===== src/pkg/two_wire_pkg.sv =====
package two_wire_pkg;

  // clock and bus rates
  localparam int CLK_HZ = 20000000;
  localparam int BUS_HZ = 100000;
  localparam int TEST_BUS_HZ = 400000;
  localparam int QUARTERS_PER_BIT = 4;
  localparam int DIV_W = 6;
  // quarter-bit periods, rounded down so the bus never runs slower than nominal
  localparam int QUARTER_NORMAL = CLK_HZ / (BUS_HZ * QUARTERS_PER_BIT);
  localparam int QUARTER_TEST = CLK_HZ / (TEST_BUS_HZ * QUARTERS_PER_BIT);
  localparam logic [DIV_W-1:0] QUARTER_NORMAL_LAST = DIV_W'(QUARTER_NORMAL - 1);
  localparam logic [DIV_W-1:0] QUARTER_TEST_LAST = DIV_W'(QUARTER_TEST - 1);

  ////////////////////////////////////////////////////////////////////////////
  // register indices; byte address is four times the index
  localparam int ADDR_W = 12;
  localparam logic [7:0] IDX_BYTE_BUFFER = 8'hb0;
  localparam logic [7:0] IDX_BYTE_INDEX = 8'hb1;
  localparam logic [7:0] IDX_TARGET_ADDRESS = 8'hb2;
  localparam logic [7:0] IDX_CONTROL_STATUS = 8'hb3;
  localparam logic [7:0] IDX_IRQ_STATUS = 8'hb4;
  localparam logic [7:0] IDX_IRQ_MASK = 8'hb5;
  localparam logic [ADDR_W-1:0] ADDR_BYTE_BUFFER = {2'h0, IDX_BYTE_BUFFER, 2'h0};
  localparam logic [ADDR_W-1:0] ADDR_BYTE_INDEX = {2'h0, IDX_BYTE_INDEX, 2'h0};
  localparam logic [ADDR_W-1:0] ADDR_TARGET_ADDRESS = {2'h0, IDX_TARGET_ADDRESS, 2'h0};
  localparam logic [ADDR_W-1:0] ADDR_CONTROL_STATUS = {2'h0, IDX_CONTROL_STATUS, 2'h0};
  localparam logic [ADDR_W-1:0] ADDR_IRQ_STATUS = {2'h0, IDX_IRQ_STATUS, 2'h0};
  localparam logic [ADDR_W-1:0] ADDR_IRQ_MASK = {2'h0, IDX_IRQ_MASK, 2'h0};
  localparam logic [7:0] REG_RESET = 8'h00;

  // control/status field positions
  localparam int BIT_SHORT = 7;
  localparam int BIT_BUSY = 5;
  localparam int BIT_AUTO_BUSY = 4;
  localparam int BIT_PRESENT = 3;
  localparam int BIT_FAST = 2;
  localparam int BIT_REQ_ERR = 1;
  localparam int BIT_AUTO_ERR = 0;

  // interrupt status / mask layout
  localparam int IRQ_W = 4;
  localparam int IRQ_REQ_DONE = 0;
  localparam int IRQ_REQ_ERR = 1;
  localparam int IRQ_AUTO_DONE = 2;
  localparam int IRQ_AUTO_ERR = 3;

  ////////////////////////////////////////////////////////////////////////////
  // autoload
  localparam int AUTO_BYTES = 4;
  localparam logic [1:0] AUTO_LAST = 2'(AUTO_BYTES - 1);
  localparam logic [6:0] AUTO_DEVICE = 7'h50;
  localparam logic [7:0] AUTO_MARKER = 8'ha5;
  localparam logic [2:0] DETECT_SETTLE = 3'h6;
  localparam logic [3:0] ACK_BIT = 4'h8;

  typedef enum logic [1:0] {
    ENG_IDLE = 2'b00,
    ENG_START = 2'b01,
    ENG_XFER = 2'b10,
    ENG_STOP = 2'b11
  } engine_state_e;

  // step code: {engine state, receive, byte source}
  localparam logic [1:0] SRC_ADDR_W = 2'h0;
  localparam logic [1:0] SRC_ADDR_R = 2'h1;
  localparam logic [1:0] SRC_INDEX = 2'h2;
  localparam logic [1:0] SRC_DATA = 2'h3;
  localparam logic [4:0] STEP_START = 5'h08;
  localparam logic [4:0] STEP_TX_ADDR_W = 5'h10;
  localparam logic [4:0] STEP_TX_ADDR_R = 5'h11;
  localparam logic [4:0] STEP_TX_INDEX = 5'h12;
  localparam logic [4:0] STEP_TX_DATA = 5'h13;
  localparam logic [4:0] STEP_RX = 5'h14;
  localparam logic [4:0] STEP_STOP = 5'h18;

endpackage


===== src/hw/two_wire_host_request_status.sv =====
// Register access over APB was decided locally.
`timescale 1ns/10ps
// Contract
// - protocol select uses send/receive byte forms
// - protocol select skips the index byte
// - control/status bit 6 reads zero
// - target address write launches, sets busy
// - busy clears after read, data valid
// - autoload busy high during eeprom load
// - bus present captured from clock pull-up
// - normal 100 kHz, test bit speeds up
// - request error set on missing acknowledge
// - writing one clears request error
// - autoload error on nack or format
// - writing one clears autoload error
// - sticky bits not cleared by function reset
// - target bit 0 direction, 7..1 address
// - index register gives the byte address
// - data register sends and receives byte
module two_wire_host_request_status (
  input wire logic pclk,
  input wire logic presetn,
  input wire logic function_reset,
  input wire logic psel,
  input wire logic penable,
  input wire logic pwrite,
  input wire logic [two_wire_pkg::ADDR_W-1:0] paddr,
  input wire logic [31:0] pwdata,
  input wire logic [3:0] pstrb,
  output logic [31:0] prdata,
  output logic pready,
  output logic pslverr,
  output logic irq,
  input wire logic scl_in,
  output logic scl_out,
  output logic scl_oe,
  input wire logic sda_in,
  output logic sda_oe,
  output logic sda_out,
  output logic [two_wire_pkg::AUTO_BYTES*8-1:0] autoload_defaults
);

  ////////////////////////////////////////////////////////////////////////////
  // pin synchronisers: {sda, scl}
  logic [1:0] pin_s1, pin_s2, pin_s3, pin_f;
  wire scl_f = pin_f[0];
  wire sda_f = pin_f[1];

  always_ff @(posedge pclk or negedge presetn) begin
    if (!presetn) begin
      pin_s1 <= 2'h0;
      pin_s2 <= 2'h0;
      pin_s3 <= 2'h0;
      pin_f <= 2'h0;
    end else begin
      pin_s1 <= {sda_in, scl_in};
      pin_s2 <= pin_s1;
      pin_s3 <= pin_s2;
      pin_f <= (pin_s2 & pin_s3) | (pin_f & (pin_s2 | pin_s3));
    end
  end

  ////////////////////////////////////////////////////////////////////////////
  // apb decode
  logic [7:0] byte_buffer, byte_index, target_address;
  logic short_protocol_select, bus_present_flag, fast_clock_test, req_err, auto_err;
  logic host_request_busy, autoload_busy;
  logic [two_wire_pkg::IRQ_W-1:0] irq_status, irq_mask;

  wire access = psel && penable;
  wire hit_buf = paddr == two_wire_pkg::ADDR_BYTE_BUFFER;
  wire hit_idx = paddr == two_wire_pkg::ADDR_BYTE_INDEX;
  wire hit_tgt = paddr == two_wire_pkg::ADDR_TARGET_ADDRESS;
  wire hit_ctl = paddr == two_wire_pkg::ADDR_CONTROL_STATUS;
  wire hit_ist = paddr == two_wire_pkg::ADDR_IRQ_STATUS;
  wire hit_imk = paddr == two_wire_pkg::ADDR_IRQ_MASK;
  wire mapped = hit_buf | hit_idx | hit_tgt | hit_ctl | hit_ist | hit_imk;
  // only the low byte lane carries register data
  wire wr = access && pwrite && mapped && pstrb[0];
  wire wr_ctl = wr && hit_ctl;
  wire [7:0] ctl_read = {short_protocol_select, 1'b0, host_request_busy, autoload_busy,
                         bus_present_flag, fast_clock_test, req_err, auto_err};
  wire [7:0] rd_byte = hit_buf ? byte_buffer :
                       hit_idx ? byte_index :
                       hit_tgt ? target_address :
                       hit_ctl ? ctl_read :
                       hit_ist ? {4'h0, irq_status} :
                       hit_imk ? {4'h0, irq_mask} : 8'h00;

  assign pready = 1'b1;
  assign pslverr = access && !mapped;

  // read data is sampled in the setup cycle so it leaves a flop
  always_ff @(posedge pclk or negedge presetn) begin
    if (!presetn) begin
      prdata <= 32'h0;
    end else if (psel && !penable) begin
      prdata <= {24'h0, rd_byte};
    end
  end

  ////////////////////////////////////////////////////////////////////////////
  // job selection and step table
  two_wire_pkg::engine_state_e eng_state;
  logic [2:0] step;
  logic [1:0] qph;
  logic [3:0] bitcnt;
  logic [7:0] shreg;
  logic job_err, job_is_auto, job_dir, job_short, host_wait, auto_wait, tick;
  logic [6:0] job_addr;
  logic [7:0] job_index, job_data;
  logic [1:0] auto_count;

  function automatic logic [4:0] op_of(input logic short_p, input logic read_p, input logic [2:0] s);
    logic [4:0] r;
    r = two_wire_pkg::STEP_STOP;
    case ({short_p, read_p})
      2'b00: r = (s == 3'h0) ? two_wire_pkg::STEP_START :
                 (s == 3'h1) ? two_wire_pkg::STEP_TX_ADDR_W :
                 (s == 3'h2) ? two_wire_pkg::STEP_TX_INDEX :
                 (s == 3'h3) ? two_wire_pkg::STEP_TX_DATA : two_wire_pkg::STEP_STOP;
      2'b01: r = (s == 3'h0 || s == 3'h3) ? two_wire_pkg::STEP_START :
                 (s == 3'h1) ? two_wire_pkg::STEP_TX_ADDR_W :
                 (s == 3'h2) ? two_wire_pkg::STEP_TX_INDEX :
                 (s == 3'h4) ? two_wire_pkg::STEP_TX_ADDR_R :
                 (s == 3'h5) ? two_wire_pkg::STEP_RX : two_wire_pkg::STEP_STOP;
      2'b10: r = (s == 3'h0) ? two_wire_pkg::STEP_START :
                 (s == 3'h1) ? two_wire_pkg::STEP_TX_ADDR_W :
                 (s == 3'h2) ? two_wire_pkg::STEP_TX_DATA : two_wire_pkg::STEP_STOP;
      default: r = (s == 3'h0) ? two_wire_pkg::STEP_START :
                   (s == 3'h1) ? two_wire_pkg::STEP_TX_ADDR_R :
                   (s == 3'h2) ? two_wire_pkg::STEP_RX : two_wire_pkg::STEP_STOP;
    endcase
    return r;
  endfunction

  wire [4:0] cur = op_of(job_short, job_dir, step);
  wire [4:0] nxt = op_of(job_short, job_dir, step + 3'h1);
  wire cur_rx = cur[2];
  wire [7:0] nxt_byte = (nxt[1:0] == two_wire_pkg::SRC_ADDR_W) ? {job_addr, 1'b0} :
                        (nxt[1:0] == two_wire_pkg::SRC_ADDR_R) ? {job_addr, 1'b1} :
                        (nxt[1:0] == two_wire_pkg::SRC_INDEX) ? job_index : job_data;
  wire idle = eng_state == two_wire_pkg::ENG_IDLE;
  wire launch_auto = idle && auto_wait;
  wire launch_host = idle && host_wait && !autoload_busy;
  wire launch = launch_auto || launch_host;
  wire ack_bit = bitcnt == two_wire_pkg::ACK_BIT;
  wire q_end = tick && qph == 2'h3;
  wire job_done = q_end && eng_state == two_wire_pkg::ENG_STOP;
  wire rx_done = q_end && eng_state == two_wire_pkg::ENG_XFER && ack_bit && cur_rx;
  wire marker_bad = auto_count == 2'h0 && shreg != two_wire_pkg::AUTO_MARKER;
  wire auto_fail = job_done && job_is_auto && (job_err || marker_bad);
  wire auto_ok = job_done && job_is_auto && !auto_fail;
  wire host_done = job_done && !job_is_auto;
  wire tgt_accept = wr && hit_tgt && !host_request_busy;

  bit_clock_divider divider (
    .pclk(pclk),
    .presetn(presetn),
    .run(!idle),
    .last(fast_clock_test ? two_wire_pkg::QUARTER_TEST_LAST : two_wire_pkg::QUARTER_NORMAL_LAST),
    .tick(tick)
  );

  always_ff @(posedge pclk or negedge presetn) begin
    if (!presetn) begin
      job_is_auto <= 1'b0;
      job_dir <= 1'b0;
      job_short <= 1'b0;
      job_addr <= 7'h0;
      job_index <= 8'h00;
      job_data <= 8'h00;
    end else if (launch) begin
      job_is_auto <= launch_auto;
      job_dir <= launch_auto ? 1'b1 : target_address[0];
      job_short <= launch_auto ? 1'b0 : short_protocol_select;
      job_addr <= launch_auto ? two_wire_pkg::AUTO_DEVICE : target_address[7:1];
      job_index <= launch_auto ? {6'h0, auto_count} : byte_index;
      job_data <= byte_buffer;
    end
  end

  ////////////////////////////////////////////////////////////////////////////
  // bit engine: four quarter phases per bit, scl follows the divider only
  // no clock stretching: a slave holding scl low is not waited for
  always_ff @(posedge pclk or negedge presetn) begin
    if (!presetn) begin
      eng_state <= two_wire_pkg::ENG_IDLE;
      step <= 3'h0;
      qph <= 2'h0;
      bitcnt <= 4'h0;
      shreg <= 8'h00;
      job_err <= 1'b0;
      scl_oe <= 1'b0;
      sda_oe <= 1'b0;
    end else if (function_reset) begin
      eng_state <= two_wire_pkg::ENG_IDLE;
      scl_oe <= 1'b0;
      sda_oe <= 1'b0;
      qph <= 2'h0;
    end else if (idle) begin
      if (launch) begin
        eng_state <= two_wire_pkg::ENG_START;
        step <= 3'h0;
        qph <= 2'h0;
        job_err <= 1'b0;
      end
    end else if (tick) begin
      qph <= qph + 2'h1;
      unique case (eng_state)
        two_wire_pkg::ENG_START: begin
          if (qph == 2'h0) sda_oe <= 1'b0;
          if (qph == 2'h1) scl_oe <= 1'b0;
          if (qph == 2'h2) sda_oe <= 1'b1;
        end
        two_wire_pkg::ENG_XFER: begin
          if (qph == 2'h0) sda_oe <= !(ack_bit || cur_rx) && !shreg[7];
          if (qph == 2'h1) scl_oe <= 1'b0;
          if (qph == 2'h2 && !ack_bit) shreg <= {shreg[6:0], sda_f};
          if (qph == 2'h2 && ack_bit && !cur_rx && sda_f) job_err <= 1'b1;
          if (qph == 2'h3 && !ack_bit) bitcnt <= bitcnt + 4'h1;
        end
        two_wire_pkg::ENG_STOP: begin
          if (qph == 2'h0) sda_oe <= 1'b1;
          if (qph == 2'h1) scl_oe <= 1'b0;
          if (qph == 2'h2) sda_oe <= 1'b0;
          if (qph == 2'h3) eng_state <= two_wire_pkg::ENG_IDLE;
        end
        default: eng_state <= two_wire_pkg::ENG_IDLE;
      endcase
      if (qph == 2'h3 && eng_state != two_wire_pkg::ENG_STOP) begin
        scl_oe <= 1'b1;
        if (eng_state == two_wire_pkg::ENG_XFER && ack_bit && job_err) begin
          eng_state <= two_wire_pkg::ENG_STOP;
        end else if (eng_state == two_wire_pkg::ENG_START || ack_bit) begin
          step <= step + 3'h1;
          eng_state <= two_wire_pkg::engine_state_e'(nxt[4:3]);
          // keep the received byte through stop: autoload and read checks use it at job end
          if (nxt[4:3] == two_wire_pkg::ENG_XFER) shreg <= nxt_byte;
          bitcnt <= 4'h0;
        end
      end
    end
  end

  assign scl_out = 1'b0;
  assign sda_out = 1'b0;

  ////////////////////////////////////////////////////////////////////////////
  // detection and autoload sequencing
  logic [2:0] settle;
  logic detect_done;
  wire detect_fire = !detect_done && settle == two_wire_pkg::DETECT_SETTLE;

  always_ff @(posedge pclk or negedge presetn) begin
    if (!presetn) begin
      settle <= 3'h0;
      detect_done <= 1'b0;
      autoload_busy <= 1'b0;
      auto_wait <= 1'b0;
      auto_count <= 2'h0;
      autoload_defaults <= '0;
    end else if (function_reset) begin
      autoload_busy <= 1'b0;
      auto_wait <= 1'b0;
    end else if (detect_fire) begin
      detect_done <= 1'b1;
      autoload_busy <= scl_f;
      auto_wait <= scl_f;
    end else begin
      if (!detect_done) settle <= settle + 3'h1;
      if (launch_auto) auto_wait <= 1'b0;
      if (auto_fail) autoload_busy <= 1'b0;
      if (auto_ok) begin
        autoload_defaults[auto_count*8 +: 8] <= shreg;
        autoload_busy <= auto_count != two_wire_pkg::AUTO_LAST;
        auto_wait <= auto_count != two_wire_pkg::AUTO_LAST;
        auto_count <= auto_count + 2'h1;
      end
    end
  end

  ////////////////////////////////////////////////////////////////////////////
  // software registers; the sticky bits ignore function_reset
  always_ff @(posedge pclk or negedge presetn) begin
    if (!presetn) begin
      byte_buffer <= two_wire_pkg::REG_RESET;
      byte_index <= two_wire_pkg::REG_RESET;
      target_address <= two_wire_pkg::REG_RESET;
      short_protocol_select <= 1'b0;
      bus_present_flag <= 1'b0;
      fast_clock_test <= 1'b0;
      req_err <= 1'b0;
      auto_err <= 1'b0;
    end else begin
      // received byte wins over a software write in the same cycle
      if (rx_done && !job_is_auto) byte_buffer <= shreg;
      else if (wr && hit_buf) byte_buffer <= pwdata[7:0];
      if (wr && hit_idx) byte_index <= pwdata[7:0];
      if (tgt_accept) target_address <= pwdata[7:0];
      if (wr_ctl) short_protocol_select <= pwdata[two_wire_pkg::BIT_SHORT];
      if (wr_ctl) fast_clock_test <= pwdata[two_wire_pkg::BIT_FAST];
      if (detect_fire) bus_present_flag <= scl_f;
      else if (wr_ctl) bus_present_flag <= pwdata[two_wire_pkg::BIT_PRESENT];
      if (host_done && job_err) req_err <= 1'b1;
      else if (wr_ctl && pwdata[two_wire_pkg::BIT_REQ_ERR]) req_err <= 1'b0;
      if (auto_fail) auto_err <= 1'b1;
      else if (wr_ctl && pwdata[two_wire_pkg::BIT_AUTO_ERR]) auto_err <= 1'b0;
    end
  end

  // busy set only by an accepted target write, never by a control write
  always_ff @(posedge pclk or negedge presetn) begin
    if (!presetn) begin
      host_request_busy <= 1'b0;
      host_wait <= 1'b0;
    end else if (function_reset) begin
      host_request_busy <= 1'b0;
      host_wait <= 1'b0;
    end else begin
      if (tgt_accept) host_request_busy <= 1'b1;
      else if (host_done) host_request_busy <= 1'b0;
      if (tgt_accept) host_wait <= 1'b1;
      else if (launch_host) host_wait <= 1'b0;
    end
  end

  ////////////////////////////////////////////////////////////////////////////
  // interrupts: write one to clear, a new event wins
  wire [two_wire_pkg::IRQ_W-1:0] irq_events = {auto_fail, auto_ok && auto_count == two_wire_pkg::AUTO_LAST,
                                               host_done && job_err, host_done};
  wire [two_wire_pkg::IRQ_W-1:0] irq_clear = (wr && hit_ist) ? pwdata[two_wire_pkg::IRQ_W-1:0] : '0;

  always_ff @(posedge pclk or negedge presetn) begin
    if (!presetn) begin
      irq_status <= '0;
      irq_mask <= '0;
    end else if (function_reset) begin
      irq_status <= '0;
      irq_mask <= '0;
    end else begin
      irq_status <= (irq_status & ~irq_clear) | irq_events;
      if (wr && hit_imk) irq_mask <= pwdata[two_wire_pkg::IRQ_W-1:0];
    end
  end

  assign irq = |(irq_status & irq_mask);
endmodule


===== src/hw/bit_clock_divider.sv =====
`timescale 1ns/10ps
module bit_clock_divider (
  input wire logic pclk,
  input wire logic presetn,
  input wire logic run,
  input wire logic [two_wire_pkg::DIV_W-1:0] last,
  output logic tick
);

  logic [two_wire_pkg::DIV_W-1:0] count;

  assign tick = run && (count >= last);

  always_ff @(posedge pclk or negedge presetn) begin
    if (!presetn) begin
      count <= '0;
    end else if (!run || tick) begin
      count <= '0;
    end else begin
      count <= count + 1'b1;
    end
  end

endmodule


===== config.mk =====
export PLATFORM = sky130hd
export DESIGN_NAME = two_wire_host_request_status
export DESIGN_NICKNAME = d
export VERILOG_FILES = /design/src/pkg/two_wire_pkg.sv /design/src/hw/two_wire_host_request_status.sv /design/src/hw/bit_clock_divider.sv
export SDC_FILE = /design/constraint.sdc
export NUM_CORES = 1
export LEC_CHECK = 0
export ABC_AREA = 1
export BUFFER_PORTS_ARGS = -buffer_cell sky130_fd_sc_hd__buf_4
export CORE_MARGIN = 2
export CORE_UTILIZATION = 58
export CTS_CLUSTER_DIAMETER = 50
export DETAILED_ROUTE_END_ITERATION = 8
export GPL_TIMING_DRIVEN = 0
export PLACE_DENSITY = 0.87
export SYNTH_ARGS = -nofsm -noshare
export SYNTH_HDL_FRONTEND = slang
export SYNTH_SLANG_ARGS = --single-unit

===== constraint.sdc =====
create_clock -name pclk -period 2.6 [get_ports pclk]
set_input_delay 0.13 -clock pclk [delete_from_list [all_inputs] [get_ports pclk]]
set_output_delay 0.13 -clock pclk [all_outputs]
set_load 0.03 [all_outputs]

# --- After elaboration in Yosys (flattened, before gate mapping) ---
# Index checks and enable logic that the tools add are counted.
word_totals:
  out_inout_bits: 71
  register_bits: 149
  word_cells: 328
op_classes:
  magnitude_cmp: 1
  mux: 124
  reduce_logical: 99
  n_addsub: 7
  bitwise_logic: 17
  shift: 2
  n_eq_ne: 40
op_table:
  columns: ["operator", "n"]
  rows:
  - ["two-way mux 8 bit", 16]
  - ["two-way mux 4 bit", 22]
  - ["== test 12 x 10 -> 1 bit (second input constant)", 6]
  - ["two-way mux 3 bit", 19]
  - ["logical AND 1 bit", 42]
  - ["two-way mux 1 bit", 41]
  - ["negator 5 -> 34 bit", 1]
  - ["variable shift 8 x 34 -> 32 bit (first input constant)", 1]
  - ["variable part select 8 x 34 -> 32 bit", 1]
  - ["bitwise mux 32 bit", 1]
  - ["two-way mux 2 bit", 14]
  - ["nonzero test 2 bit", 11]
  - ["two-way mux 5 bit", 4]
  - ["== test 2 bit (second input constant)", 8]
  - ["== test 3 bit (second input constant)", 5]
  - ["one-hot mux 5 bit (3 select lines)", 1]
  - ["nonzero test 3 bit", 5]
  - ["== test 3 x 2 -> 1 bit (second input constant)", 4]
  - ["zero test 1 bit", 12]
  - ["two-way mux 6 bit", 2]
  - ["AND reduction 6 bit", 2]
  - ["nonzero test 4 bit", 3]
  - ["zero test 2 bit", 5]
  - ["one-hot mux 3 bit (3 select lines)", 1]
  - ["33 further kinds", 63]

# --- Longest topological paths before layout ---
logic_depth:
  word_depth: 16
  mapped_depth: 13

# --- By module ---
# A second synthesis with hierarchy kept.
hier_totals:
  hier_cells: 1013
  hier_area_um2: 8055.2
by_module_without_submodules:
  columns: ["mod", "instances", "area_per_inst_um2", "seq_area_each_um2", "cells_per_inst"]
  rows:
  - ["two_wire_host_request_status", 1, 7611.0, 3578.4, 956]
  - ["bit_clock_divider", 1, 444.2, 150.1, 57]

# --- Worst setup path before layout ---
# OpenSTA, ideal clock, no wires.
synth_path:
  kind: "reg-to-reg"
  startpoint: "reg auto_count[0]"
  endpoint: "reg autoload_defaults[0] (netlist bit)"
  t_required_ns: 2.480
  path_stages_with_launch: 11
  setup_time_ns: 0.120
  path_buffers: 2
  setup_slack_ns: 0.478
  synth_period_minus_slack_ns: 2.122
  t_arrival_ns: 2.002
  cell_sequence: "dfrtp_1 -> clkbuf_1 -> inv_1 -> ha_1 -> clkbuf_1 -> nand2_1 -> nand2_2 -> nor3_4 -> nand3_1 -> nand2_1 -> nand2_1"
synth_via:
  elab_chain_len: 7
  word_cells_on_any_way: 11
  classes_between: "add/sub: 1; shift: 2; mux: 1; reduce/logical: 7"
synth_rtl:
  columns: ["item", "line", "rtl"]
  rows:
  - ["start: declaration", "two_wire_host_request_status.sv:112", "logic [1:0] auto_count;"]
  - ["start signal: assignment", "two_wire_host_request_status.sv:278", "auto_count <= auto_count + 2'h1;"]
  - ["branches (longest 7 deep; another with negator 5 -> 34 bit)", null, null]
  - ["end signal: indexed assignment", "two_wire_host_request_status.sv:275", "autoload_defaults[auto_count*8 +: 8] <= shreg;"]
  - ["end: declaration", "two_wire_host_request_status.sv:40", "output logic [two_wire_pkg::AUTO_BYTES*8-1:0] autoload_defaults"]
# Several ways; the timed one is not identified.
# A chain may end at the register's enable or synchronous reset.

# --- Worst setup path in the final report ---
layout_path:
  startpoint: "reg step[0]"
  endpoint: "reg byte_buffer[1]"
layout_via:
  elab_chain_len: 10
  word_cells_on_any_way: 23
  classes_between: "eq/ne: 5; mux: 13; reduce/logical: 5"
layout_rtl:
  columns: ["item", "line", "rtl"]
  rows:
  - ["start: declaration", "two_wire_host_request_status.sv:105", "logic [2:0] step;"]
  - ["start signal: assignment", "two_wire_host_request_status.sv:236", "step <= step + 3'h1;"]
  - ["== test 3 bit", "two_wire_host_request_status.sv:126", "(s == 3'h5) ? two_wire_pkg::STEP_RX : two_wire_pkg::STEP_STOP;"]
  - ["two-way mux 3 bit", "two_wire_host_request_status.sv:126", null]
  - ["two-way mux 3 bit", "two_wire_host_request_status.sv:125", "(s == 3'h4) ? two_wire_pkg::STEP_TX_ADDR_R :"]
  - ["two-way mux 3 bit", "two_wire_host_request_status.sv:124", "(s == 3'h2) ? two_wire_pkg::STEP_TX_INDEX :"]
  - ["two-way mux 3 bit", "two_wire_host_request_status.sv:123", "(s == 3'h1) ? two_wire_pkg::STEP_TX_ADDR_W :"]
  - ["two-way mux 3 bit", "two_wire_host_request_status.sv:122", "2'b01: r = (s == 3'h0 || s == 3'h3) ? two_wire_pkg::STEP_START :"]
  - ["one-hot mux 3 bit (3 select lines) *", "two_wire_host_request_status.sv:117", "case ({short_p, read_p})"]
  - ["logical AND 1 bit *", "two_wire_host_request_status.sv:150", "wire rx_done = q_end && eng_state == two_wire_pkg::ENG_XFER && ack_bit && cur_rx;"]
  - ["logical AND 1 bit *", "two_wire_host_request_status.sv:297", "if (rx_done && !job_is_auto) byte_buffer <= shreg;"]
  - ["two-way mux 8 bit or nonzero test 2 bit (tied branches)", null, null]
  - ["end signal: assignment", "two_wire_host_request_status.sv:287", "byte_buffer <= two_wire_pkg::REG_RESET;"]
  - ["end signal: assignment", "two_wire_host_request_status.sv:297", null]
  - ["end signal: assignment", "two_wire_host_request_status.sv:298", "else if (wr && hit_buf) byte_buffer <= pwdata[7:0];"]
  - ["end: declaration", "two_wire_host_request_status.sv:65", "logic [7:0] byte_buffer, byte_index, target_address;"]
# Mark *: on every way between the ends. The rest lies on a longest branch, timed or not.

==> impl_metrics.py <==
metrics = {
    "pwr": {
        "finalPower_mw": 5.460,
        "leakagePower_nw": 5.034,
        "ir_drop_v": 0.0004819,
        "power_per_cell_area_nw_per_um2": 551.6,
    },
    "flow_run": {
        "drv_cap": 0,
    },
    "grt": {
        "antenna_found_initial": 0,
        "groute.layer.met1.usage_pct": 39.57,
        "grt-ovfl-total": 0,
        "top_usage_layer": "met2",
        "gr-usage-met3_pct": 5.166,
        "grt_pass1_wl_mm": 34.44,
        "grtUsageTotal_pct": 29.60,
        "grt_pass1_vias": 7225,
        "met2_usage_pct": 47.20,
        "grt_max_degree": 88,
    },
    "drt": {
        "drc": 0,
        "drtAntennaViolNets": 0,
        "drt-initial-drc-count": 733,
        "num_vias": 7630,
        "routedWlPerCell_um": 15.22,
        "first_pass_iters": 6,
        "vias_per_cell": 5.573,
        "wl_mm": 20.84,
    },
    "timing": {
        "post-route-period-util_pct": 93.90,
        "finClkSkew_ps": 8.920,
        "hold_violations": 0,
        "setup_slack_ps": 158.6,
        "maxSlewViolCount": 0,
        "worstMarginPinSlew_ps": 629.0,
        "rsz0062_at_grt": "no",
        "period_needed_ps": 2441,
        "max_slew_margin_pct": 57.91,
        "fmax_mhz": 409.6,
        "setup_violations": 0,
    },
    "die": {
        "start_util_pct": 59.35,
        "num_io_pins": 127,
        "die_w_um": 123.0,
        "row_count": 43,
        "die_area_um2": 15120,
        "core_um2": 13830,
        "die_h_um": 123.0,
    },
    "synthesis": {
        "syn_avg_cell_area_um2": 7.846,
        "syn_area_um2": 8207,
        "yosysSeqAreaShare_pct": 45.43,
        "synth-async-reset-ratio_pct": 100.0,
        "yosysWarnings": 0,
        "synthDistinctLibCells": 45,
        "synth_edf_count": 0,
        "ys_ff_latch": 149,
        "syn_inst": 1046,
        "synthAdderAreaFrac_pct": 4.970,
        "synth-xor-area-share_pct": 0.4269,
        "synth_compound_area_share_pct": 8.324,
        "ys.flop_type": "dfrtp_1",
        "synth_top_family_by_area": "simple AND/OR/NAND/NOR gates",
        "muxShareOfSynthArea_pct": 0,
        "yosys.area_share.simple_pct": 31.33,
    },
    "placement": {
        "post-place-ws_ps": -157.8,
        "numPortBuffers": 72,
        "dpl.cell_count": 1324,
        "place_hpwl_mm": 15.08,
        "place.gp.congestion": 0.9541,
        "placed_area_um2": 9097,
    },
    "clock_tree": {
        "cts_root_buf": "clkbuf_16",
        "cts.sinks": 149,
        "cts.clk_slew.worst_paths_ps": 60,
        "htreeDepth": 4,
        "cts_tree": "yes",
        "cts_buffer_depth": 2,
        "cts_buffers": 17,
        "insertion_delay_ps": 430,
    },
    "min_path": {
        "min-delay-start": "penable",
        "whs_path_depth": 4,
        "hold_end": "prdata[6]",
        "hold_path_class": "primary input to flip-flop",
    },
    "setup_path": {
        "cp_slowest_cell": "dfrtp_1",
        "critPathRequiredTime_ps": 2910,
        "r2r_end": "byte_buffer[1]",
        "r2r_slack_ps": 160,
        "cp-startpoint": "step[0]",
        "path_class": "flip-flop to flip-flop",
        "cp_max_fo": 10,
        "path_buf_inv": 2,
        "endpoint_kind": "flip-flop",
        "critical_path.top_delay_family": "simple AND/OR/NAND/NOR gates",
        "path_cells": "ha_1, ha_1, nand3b_1, o22ai_1, nand2_1, inv_1, nand4_1, buf_2, nand3_1, nand3_1",
        "reg2reg_depth": 10,
        "critPathMaxStageDelay_ps": 450,
        "critPathLaunchType": "flip-flop",
        "r2r_start": "step[0]",
        "cp.arrival_ps": 2750,
    },
    "layout": {
        "drive_gt1_share_pct": 16.48,
        "areaGrowthSynthToFinish_pct": 20.63,
        "nets": 1263,
        "fin_cells": 1369,
        "fin_util_pct": 71.60,
        "antenna_cells": 0,
        "finalInstanceArea_um2": 9899,
    },
    "outcome": {
        "outcome": "finished clean",
    },
}
worst max-delay path by stage:
stage                       endpoint  slack (ps)  cells past startpoint
4_1_cts        autoload_defaults[23]          40                     12
5_1_grt               byte_buffer[2]           2                     12
3_5_place_dp   autoload_defaults[14]        -160                     10
6_report              byte_buffer[1]         160                     10
3_3_place_gp   autoload_defaults[22]         -40                     10
2_1_floorplan   autoload_defaults[0]         480                     10
cell usage in the layout, fill, tap and decap left out, drive strengths merged:
master and count:
o211a 1, clkinvlp 5, clkinv 6, a31oi 1
nor3b 3, inv 113, nor3 21, conb 27
nand3b 3, nand3 94, a221oi 1, maj3 2
a22o 1, xnor2 2, a22oi 1, ha 31
nand4 55, clkbuf 27, a21oi 33, xor2 2
o22ai 6, dlygate4sd3 11, o221ai 1, o21ai 58
o211ai 12, nor2 101, buf 119, or2 2
nand2 297, a211oi 1, dfrtp 149, bufinv 3
cell families (layout without fill, tap and decap cells):
kind of cell / count (synthesis) / count (layout)
other: 2 / 27
XOR/XNOR: 4 / 4
flip-flops: 149 / 149
adder cells (fa/ha/maj): 33 / 33
AO/OA/AOI/OAI: 116 / 116
AND/OR/NAND/NOR: 576 / 576
buffers and inverters: 166 / 284
metrics by stage:
step	setup TNS, ps	hold WS [ps]
6_report	0	111.4
5_1_grt	0	152.9
4_1_cts	0	95.26
3_5_place_dp	-3538	155.2
3_3_place_gp	-1183	239.9
2_1_floorplan	0	-165.6
power breakdown:
group	total (mW)	internal [mW]	switching [mW]
registers	2.41	2.37	0.0375
clock network	2.56	1.58	0.976
logic	0.493	0.169	0.324
total	5.46	4.12	1.34
sequential cells by signal, indices dropped and copies added (netlist names), 3 cells and up:
signal             count
bitcnt                 4
byte_index             8
target_address         8
prdata                 8
job_data               8
irq_mask               4
shreg                  8
job_index              8
autoload_defaults     32
settle                 3
divider.count          6
job_addr               7
step                   3
byte_buffer            8
irq_status             4
what timing repair did:
action / 4_1_cts / 5_1_grt
hold endpoints to repair: 75 / 0
hold buffers: 11 / 0
gates resized for setup: 4 / 6
setup buffers: 1 / 2
pin swaps: 1 / 2
setup endpoints to repair: 35 / 52
Yosys cell counts (8+ instances only):
cell type / n / area share, %
nand4_1: 54 / 4.1
dfrtp_1: 149 / 45
buf_4: 27 / 2.5
nor2_1: 92 / 4.2
clkbuf_1: 8 / 0.37
o211ai_1: 11 / 1.0
inv_1: 106 / 4.8
o21ai_0: 49 / 3.0
a21oi_1: 31 / 1.9
buf_2: 9 / 0.55
nand2_1: 292 / 13
nor3_1: 20 / 1.2
ha_1: 31 / 4.7
nand3_1: 89 / 5.4
o21ai_2: 8 / 0.85
cell type report:
type / instances / area [um2]
Buffer: 50 / 337.8
Clock buffer: 20 / 466.7
Clock inverter: 12 / 151.4
Fill cell: 1065 / 3928
Inverter: 115 / 431.7
Multi-Input combinational cell: 756 / 3840
Sequential cell: 149 / 3730
Tap cell: 180 / 225.2
Timing Repair Buffer: 87 / 716.9
worst min-delay path, cell delays in order:
cell     delay, ps
buf_4           90
nor2_1         120
nor2_1         120
a31oi_1         40
per-layer routing:
layer / vias to the layer above / wire length (um) / share of wire [%]
met2: 346 / 9884 / 47
li1: 3646 / - / -
met5: - / 0 / 0
met1: 3572 / 8561 / 41
met3: 66 / 1717 / 8.2
met4: 0 / 678 / 3.3
Note: power is estimated with default switching activity, not from simulation.
